--- config.mk ---
export PLATFORM = sky130hd
export DESIGN_NAME = atp_trigger_pacer
export DESIGN_NICKNAME = d
export VERILOG_FILES = /design/src/core/atp_sync_edge.v /design/src/core/atp_trigger_pacer.v
export VERILOG_INCLUDE_DIRS = /design/src /design/src/shared
export SDC_FILE = /design/constraint.sdc
export NUM_CORES = 1
export LEC_CHECK = 0
export BUFFER_PORTS_ARGS = -buffer_cell sky130_fd_sc_hd__buf_2
export CORE_MARGIN = 2
export CORE_UTILIZATION = 45
export CTS_CLUSTER_DIAMETER = 40
export DETAILED_ROUTE_END_ITERATION = 12
export GPL_TIMING_DRIVEN = 0
export PLACE_DENSITY = 0.71
export SLEW_MARGIN = 15
export SYNTH_ARGS = -nofsm -noshare
export SYNTH_HDL_FRONTEND = slang
export SYNTH_SLANG_ARGS = --single-unit
--- constraint.sdc ---
create_clock -name pclk -period 3.6 [get_ports pclk]
set_clock_uncertainty 0.05 [all_clocks]
set_input_delay 0.54 -clock pclk [delete_from_list [all_inputs] [get_ports pclk]]
set_output_delay 0.54 -clock pclk [all_outputs]
set_load 0.1 [all_outputs]
--- src/shared/atp_defines.vh ---
// register offsets, field positions, reset values and timing for the trigger/pacer counter block
`ifndef ATP_DEFINES_VH
`define ATP_DEFINES_VH

// register byte offsets
`define ATP_CTRL_ADDR       12'h000
`define ATP_GP_DIV_ADDR     12'h004
`define ATP_PACER_DIV_ADDR  12'h008
`define ATP_GP_COUNT_ADDR   12'h00c
`define ATP_STATUS_ADDR     12'h010
`define ATP_CONV_CNT_ADDR   12'h014

// control fields
`define ATP_CTRL_TRG_SRC    0
`define ATP_CTRL_PACER_EN   1
`define ATP_CTRL_PACER_OE   2
`define ATP_CTRL_GP_CLK_SEL 3
`define ATP_CTRL_GP_MODE    4
`define ATP_CTRL_GP_EN      5
`define ATP_CTRL_W          6
`define ATP_CTRL_RST        6'h00

// status fields
`define ATP_STAT_GP_ARMED   0
`define ATP_STAT_PACER_LVL  1
`define ATP_STAT_EXT_EN     2
`define ATP_STAT_GP_OUT     3

// reset values of the dividers
`define ATP_GP_DIV_RST      16'h0002
`define ATP_PACER_DIV_RST   32'h0000_0002

// timebase rates in kHz, from the 125 MHz pclk
`define ATP_PCLK_KHZ        125000
`define ATP_TB10_KHZ        10000
`define ATP_TB1_KHZ         1000

`endif

--- src/core/atp_sync_edge.v ---
// three-stage synchroniser with agreeing-stage rising edge detect
`timescale 1ns/1ns
module atp_sync_edge
(
	// clock and reset
	input  wire pclk,
	input  wire presetn,
	// asynchronous pin
	input  wire pin_in,
	// synchronised level and rising edge pulse
	output reg  level_r,
	output wire rise
);

reg s1_r;
reg s2_r;
reg s3_r;

// a change counts once stages two and three agree
always @(posedge pclk or negedge presetn)
begin
	if (!presetn)
	begin
		s1_r    <= 1'b0;
		s2_r    <= 1'b0;
		s3_r    <= 1'b0;
		level_r <= 1'b0;
	end
	else
	begin
		s1_r <= pin_in;
		s2_r <= s1_r;
		s3_r <= s2_r;
		if (s2_r == s3_r)
			level_r <= s3_r;
	end
end

// one pulse per qualified rising edge
assign rise = (s2_r == s3_r) && s3_r && !level_r;

endmodule // atp_sync_edge

--- src/core/atp_trigger_pacer.v ---
// trigger, pacer and general-purpose counter logic with apb registers
`timescale 1ns/1ns
`include "atp_defines.vh"

module atp_trigger_pacer
#(
	parameter GP_W    = 16,
	parameter PACER_W = 32
)
(
	// clock and reset
	input  wire        pclk,
	input  wire        presetn,
	// apb slave
	input  wire        psel,
	input  wire        penable,
	input  wire        pwrite,
	input  wire [11:0] paddr,
	input  wire [31:0] pwdata,
	output reg  [31:0] prdata,
	output wire        pready,
	output wire        pslverr,
	// field pins
	input  wire        gp_counter_clock_in,
	input  wire        gp_counter_gate_in,
	input  wire        ext_trigger_enable_in,
	input  wire        ext_conversion_trigger_in,
	output reg         gp_counter_out,
	output reg         pacer_out,
	// converter start
	output reg         conv_start
);

localparam integer TB10_DIV = `ATP_PCLK_KHZ / `ATP_TB10_KHZ;
localparam integer TB1_DIV  = `ATP_PCLK_KHZ / `ATP_TB1_KHZ;

// register file
reg  [`ATP_CTRL_W-1:0] ctrl_r;
reg  [GP_W-1:0]        gp_div_r;
reg  [PACER_W-1:0]     pacer_div_r;
reg  [GP_W-1:0]        gp_count_r;
reg  [31:0]            conv_cnt_r;

// timebases
reg  [7:0]             tb10_acc_r;
reg  [10:0]            tb1_acc_r;
reg                    tb10_tick_r;
reg                    tb1_tick_r;

// pacer chain and gp divider
reg  [GP_W-1:0]        pc_lo_r;
reg  [PACER_W-GP_W-1:0] pc_hi_r;
reg                    pacer_lvl_r;
reg                    pacer_lvl_d_r;
reg  [GP_W-1:0]        gp_div_cnt_r;
reg                    gp_armed_r;

wire                   wr_en;
wire                   rd_en;
wire                   addr_ok;
wire                   ext_clk_rise;
wire                   gate_rise;
wire                   trg_en_lvl;
wire                   ext_conversion_trigger_in_rise;
wire                   gp_tick;
wire                   pacer_rise;
wire                   ext_start;

atp_sync_edge u_sync_clk
(
	.pclk    (pclk),
	.presetn (presetn),
	.pin_in  (gp_counter_clock_in),
	.level_r (),
	.rise    (ext_clk_rise)
);

atp_sync_edge u_sync_gate
(
	.pclk    (pclk),
	.presetn (presetn),
	.pin_in  (gp_counter_gate_in),
	.level_r (),
	.rise    (gate_rise)
);

atp_sync_edge u_sync_en
(
	.pclk    (pclk),
	.presetn (presetn),
	.pin_in  (ext_trigger_enable_in),
	.level_r (trg_en_lvl),
	.rise    ()
);

atp_sync_edge u_sync_trg
(
	.pclk    (pclk),
	.presetn (presetn),
	.pin_in  (ext_conversion_trigger_in),
	.level_r (),
	.rise    (ext_conversion_trigger_in_rise)
);

// apb decode, zero wait states
assign pready  = 1'b1;
assign addr_ok = (paddr == `ATP_CTRL_ADDR) || (paddr == `ATP_GP_DIV_ADDR) ||
                 (paddr == `ATP_PACER_DIV_ADDR) || (paddr == `ATP_GP_COUNT_ADDR) ||
                 (paddr == `ATP_STATUS_ADDR) || (paddr == `ATP_CONV_CNT_ADDR);
assign pslverr = psel && penable && !addr_ok;
assign wr_en   = psel && penable && pwrite;
assign rd_en   = psel && !penable && !pwrite;

// common 10 MHz and 1 MHz ticks
always @(posedge pclk or negedge presetn)
begin
	if (!presetn)
	begin
		tb10_acc_r  <= 8'h00;
		tb1_acc_r   <= 11'h000;
		tb10_tick_r <= 1'b0;
		tb1_tick_r  <= 1'b0;
	end
	else
	begin
		tb10_tick_r <= (tb10_acc_r == TB10_DIV[7:0] - 8'h01);
		tb1_tick_r  <= (tb1_acc_r == TB1_DIV[10:0] - 11'h001);
		tb10_acc_r  <= (tb10_acc_r == TB10_DIV[7:0] - 8'h01) ? 8'h00 : tb10_acc_r + 8'h01;
		tb1_acc_r   <= (tb1_acc_r == TB1_DIV[10:0] - 11'h001) ? 11'h000 : tb1_acc_r + 11'h001;
	end
end

// gp counter clock: external pin or internal 1 MHz
assign gp_tick = ctrl_r[`ATP_CTRL_GP_CLK_SEL] ? tb1_tick_r : ext_clk_rise;

// pacer rising edge and gated external edge
assign pacer_rise = pacer_lvl_r && !pacer_lvl_d_r;
assign ext_start  = ext_conversion_trigger_in_rise && trg_en_lvl;

always @(posedge pclk or negedge presetn)
begin
	if (!presetn)
	begin
		ctrl_r         <= `ATP_CTRL_RST;
		gp_div_r       <= `ATP_GP_DIV_RST;
		pacer_div_r    <= `ATP_PACER_DIV_RST;
		pc_lo_r        <= {GP_W{1'b0}};
		pc_hi_r        <= {(PACER_W-GP_W){1'b0}};
		pacer_lvl_r    <= 1'b0;
		pacer_lvl_d_r  <= 1'b0;
		pacer_out      <= 1'b0;
		conv_start     <= 1'b0;
		conv_cnt_r     <= 32'h0000_0000;
		gp_div_cnt_r   <= {GP_W{1'b0}};
		gp_count_r     <= {GP_W{1'b0}};
		gp_armed_r     <= 1'b0;
		gp_counter_out <= 1'b0;
	end
	else
	begin
		// register writes
		if (wr_en && paddr == `ATP_CTRL_ADDR)
			ctrl_r <= pwdata[`ATP_CTRL_W-1:0];
		if (wr_en && paddr == `ATP_GP_DIV_ADDR)
			gp_div_r <= pwdata[GP_W-1:0];
		if (wr_en && paddr == `ATP_PACER_DIV_ADDR)
			pacer_div_r <= pwdata[PACER_W-1:0];

		// cascaded 32-bit pacer: low half carries into high half
		if (!ctrl_r[`ATP_CTRL_PACER_EN])
		begin
			pc_lo_r     <= {GP_W{1'b0}};
			pc_hi_r     <= {(PACER_W-GP_W){1'b0}};
			pacer_lvl_r <= 1'b0;
		end
		else if (tb10_tick_r)
		begin
			if ({pc_hi_r, pc_lo_r} >= pacer_div_r - {{(PACER_W-1){1'b0}}, 1'b1})
			begin
				pc_lo_r     <= {GP_W{1'b0}};
				pc_hi_r     <= {(PACER_W-GP_W){1'b0}};
				pacer_lvl_r <= 1'b1;
			end
			else
			begin
				pc_lo_r <= pc_lo_r + {{(GP_W-1){1'b0}}, 1'b1};
				if (pc_lo_r == {GP_W{1'b1}})
					pc_hi_r <= pc_hi_r + {{(PACER_W-GP_W-1){1'b0}}, 1'b1};
				if ({pc_hi_r, pc_lo_r} >= {1'b0, pacer_div_r[PACER_W-1:1]})
					pacer_lvl_r <= 1'b0;
			end
		end
		pacer_lvl_d_r <= pacer_lvl_r;
		pacer_out     <= pacer_lvl_r && ctrl_r[`ATP_CTRL_PACER_OE];

		// one conversion start per edge of the selected source
		conv_start <= ctrl_r[`ATP_CTRL_TRG_SRC] ? ext_start : pacer_rise;
		if (conv_start)
			conv_cnt_r <= conv_cnt_r + 32'h0000_0001;
		// a start in the clearing cycle is still counted
		if (wr_en && paddr == `ATP_CONV_CNT_ADDR)
			conv_cnt_r <= {31'h0000_0000, conv_start};

		// general-purpose counter
		if (!ctrl_r[`ATP_CTRL_GP_EN])
		begin
			gp_armed_r     <= 1'b0;
			gp_div_cnt_r   <= {GP_W{1'b0}};
			gp_counter_out <= 1'b0;
		end
		else if (ctrl_r[`ATP_CTRL_GP_MODE])
		begin
			// pulse mode: square wave at clock / divisor
			if (gp_tick)
			begin
				if (gp_div_cnt_r >= (gp_div_r >> 1) - {{(GP_W-1){1'b0}}, 1'b1})
				begin
					gp_div_cnt_r   <= {GP_W{1'b0}};
					gp_counter_out <= !gp_counter_out;
				end
				else
					gp_div_cnt_r <= gp_div_cnt_r + {{(GP_W-1){1'b0}}, 1'b1};
			end
		end
		else
		begin
			// event mode: arm on gate edge, then count clock edges
			if (gate_rise)
				gp_armed_r <= 1'b1;
			if (gp_armed_r && gp_tick)
				gp_count_r <= gp_count_r + {{(GP_W-1){1'b0}}, 1'b1};
			gp_counter_out <= gp_armed_r;
		end
		if (wr_en && paddr == `ATP_GP_COUNT_ADDR)
			gp_count_r <= pwdata[GP_W-1:0];
	end
end

// read data registered in setup phase
always @(posedge pclk or negedge presetn)
begin
	if (!presetn)
		prdata <= 32'h0000_0000;
	else if (rd_en)
	begin
		case (paddr)
			`ATP_CTRL_ADDR:      prdata <= {{(32-`ATP_CTRL_W){1'b0}}, ctrl_r};
			`ATP_GP_DIV_ADDR:    prdata <= {{(32-GP_W){1'b0}}, gp_div_r};
			`ATP_PACER_DIV_ADDR: prdata <= pacer_div_r;
			`ATP_GP_COUNT_ADDR:  prdata <= {{(32-GP_W){1'b0}}, gp_count_r};
			`ATP_STATUS_ADDR:    prdata <= {28'h0000000, gp_counter_out, trg_en_lvl,
			                               pacer_lvl_r, gp_armed_r};
			`ATP_CONV_CNT_ADDR:  prdata <= conv_cnt_r;
			default:             prdata <= 32'h0000_0000;
		endcase
	end
end

endmodule // atp_trigger_pacer

==> reports/results.txt <==
TNS Setup: -11440 ps
Via Count: 10700
CP Class: register to register
Syn-to-layout area delta: 23.1%
sequential fraction of the synthesis area: 43.8%
Via density: 5.58
Initial DRC Count: 827
setup slack after layout: -462 ps
TritonCTS clock tree: yes
pin count of the biggest net entering global routing: 83
maximum vdd drop: 0.258 mV
required time of the critical path: 3950 ps
initial core utilization: 46.0%
Startpoint Class: register
commonest non-fill, non-tap cell in the layout: dfrtp_1
proportion of layout cells with a drive suffix above 1: 19.3%
failing checks: setup timing
post-synth top area cell: dfrtp_1
H-tree Lvls: 2
first-pass GRT wire length: 53.7 mm
number of global-route vias before repair: 10500
CP max FO: 7
drt drc: 0
wire per inst: 17.3 um
most frequent cells in the layout: dfrtp_1 (218), nand2_1 (161), buf_2 (105), nor2_1 (102), ha_1 (92)
WL final: 33.0 mm
Mapped Cells: 1339
worst hold slack: 85.4 ps
buffers plus inverters on the worst setup path: 2
Die Ht: 173 um
post-synthesis instance area: 0.0129 mm^2
clk_lat worst skew: 530 ps
Die Width: 173 um
Critical Path Max Stage Delay: 450 ps
Post-DP Area: 0.0139 mm^2
DPL Wire Length: 23.7 mm
GR Overflow Total: 0
Slew Limit Headroom: 39.3%
leakage: 7.17 nW
count of final setup violators: 33
CTS root buf: clkbuf_16
FF+latch count, synth: 225
Setup crit end kind: register
Placeable Area: 0.0279 mm^2
post-route minimum period: 4060 ps
First-pass DRT Iterations: 7
nets: 1652
crit-path cells: nor4_4 -> and4_4 -> nor3b_4 -> nand3_2 -> buf_4 -> nor3_1 -> xnor2_1 -> ha_1 -> nand4_1 -> nor3_2 -> a221oi_2 -> nand2_1 -> a21oi_4 -> buf_6 -> or3b_1 -> a31oi_1
CP Data Arrival Time: 4420 ps
Finished Cell Area: 0.0158 mm^2
Synth top area share: 43.4%
CP max stage cell: dfrtp_2
Tcrit/Tclk final: 113%
Top delay family on crit path: simple AND/OR/NAND/NOR gates
FFs w/ async S/R, synth: 100%
worst hold path type: input pin to register
top post-synthesis cells by area: dfrtp_1 (43%), ha_1 (8.9%), xnor2_1 (5.4%), nand2_1 (4.8%), nor2_1 (3.3%)
ANT cells: 0
Tightest Pin Transition: 903 ps
CTS max path bufs: 3
I/O Buffers: 88
syn nets: 1484
CTS sink count: 225
Primary FF master, synth: dfrtp_1
number of synthesized flops with an enable pin: 0
Power Dens Cells: 412 mW/mm^2
# Max-Cap Violations: 0
clock-pin slew on the worst setup and hold paths: 50 ps
status: finished with violations
RSZ-0062 raised after global routing: yes
fmax: 246 MHz
All-Layer GR Usage: 21.8%
I/O pin count: 90
final number of max-transition violations: 0
ANT nets after route: 0
DIE AREA: 0.0300 mm^2
yosys warns: 0
initial antenna violation count: 0
synthesized area per cell: 9.61 um^2
num rows: 61
TritonCTS Buffers: 37
Hold Vio Cnt, Final: 0
placer congestion estimate: 0.865
Yosys cell types: 78
==> where the power goes <==
| part | switching, mW | internal [mW] | total (mW) |
|---|---|---|---|
| clock | 1.27 | 2.55 | 3.81 |
| combinational | 0.103 | 0.0474 | 0.151 |
| sequential | 0.0110 | 2.55 | 2.56 |
==> flip-flops by register name, summed over array words and instances, names as in the netlist, 6 cells and up <==
signal / cells
conv_cnt_r: 32
prdata: 32
pacer_div_r: 32
ctrl_r: 6
gp_div_cnt_r: 16
tb10_acc_r: 8
gp_div_r: 16
pc_lo_r: 16
pc_hi_r: 16
tb1_acc_r: 11
gp_count_r: 16
==> cell type report <==
class	count	area, um^2
fillers	2401	12100
inverters	52	195
flip-flops and latches	225	5640
well taps	378	473
clock buffers	48	1040
plain buffers	45	233
clock inverters	19	315
repair buffers	129	836
multi-input cells	1017	7100
==> path summary, 6_finish.rpt <==
| path | from | end | slack, ps | cells after the start |
|---|---|---|---|---|
| setup / recovery | pacer_div_r[7]$_DFFE_PN0P_ | pc_hi_r[2]$_DFFE_PN0P_ | -460 | 16 |
| hold / removal | gp_counter_clock_in | u_sync_clk.s1_r$_DFF_PN0_ | 90 | 1 |
| setup reg to reg | pacer_div_r[7]$_DFFE_PN0P_ | pc_hi_r[2]$_DFFE_PN0P_ | -460 | 16 |
| hold reg to reg | u_sync_en.s1_r$_DFF_PN0_ | u_sync_en.s2_r$_DFF_PN0_ | 290 | 0 |
| max in group asynchronous | presetn | conv_cnt_r[24]$_DFFE_PN0P_ | 1810 | 4 |
| min in group asynchronous | presetn | tb1_acc_r[3]$_DFF_PN0_ | 510 | 2 |
==> through the flow <==
stage	setup slack, ps	utilization, %	cells	total power [mW]
finish	-462	56.7	1913	6.53
global route	-659	56.7	1913	6.70
CTS	-303	55.4	1891	6.58
detailed placement	-726	49.7	1807	2.75
global placement	-2110	49.4	1805	2.74
floorplan	-12.7	-	1339	2.64
==> layer usage <==
layer  GRT usage, %  vias to the layer above  routed length, um
met2           35.9                      314              15600
met5              0                        -                  0
li1               -                     5109                  -
met4           7.27                        0               1020
met1           29.6                     5182              14800
met3           3.25                       76               1620
==> synth_stat cells (10+ instances only) <==
cell      count
a21boi_0     12
a21o_1       11
a21oi_1      36
a222oi_1     10
a22oi_1      30
and3_1       24
and4_1       10
buf_2        20
clkbuf_1     22
dfrtp_1     223
ha_1         92
inv_1        52
mux2_1       14
mux2_2       11
nand2_1     164
nand2b_1     16
nand3_1      54
nand4_1      38
nor2_1      112
nor2b_1      13
nor3_1       24
nor4_1       14
o21ai_0      29
o21ai_1      74
xnor2_1      80
xor2_1       46
==> timing repair <==
action / in CTS / in global routing
endpoints found under the setup margin: 49 / 50
buffers inserted: 15 / 22
pin swaps: 23 / 39
resized for setup: 27 / 40
endpoints found under the hold margin: 62 / 0
gates cloned: 1 / 0
hold buffers: 1 / 0
==> logic make-up after synthesis <==
group | Yosys count | share of synthesized area [%]
simple gates | 514 | 20.1
compound gates | 255 | 12.9
flops | 225 | 43.8
xor+xnor | 126 | 8.58
buf+inv | 97 | 3.11
fa+ha+maj | 93 | 9.03
mux | 28 | 2.42
other cells | 1 | 0.0292
Note: power is estimated with default switching activity, not from simulation.
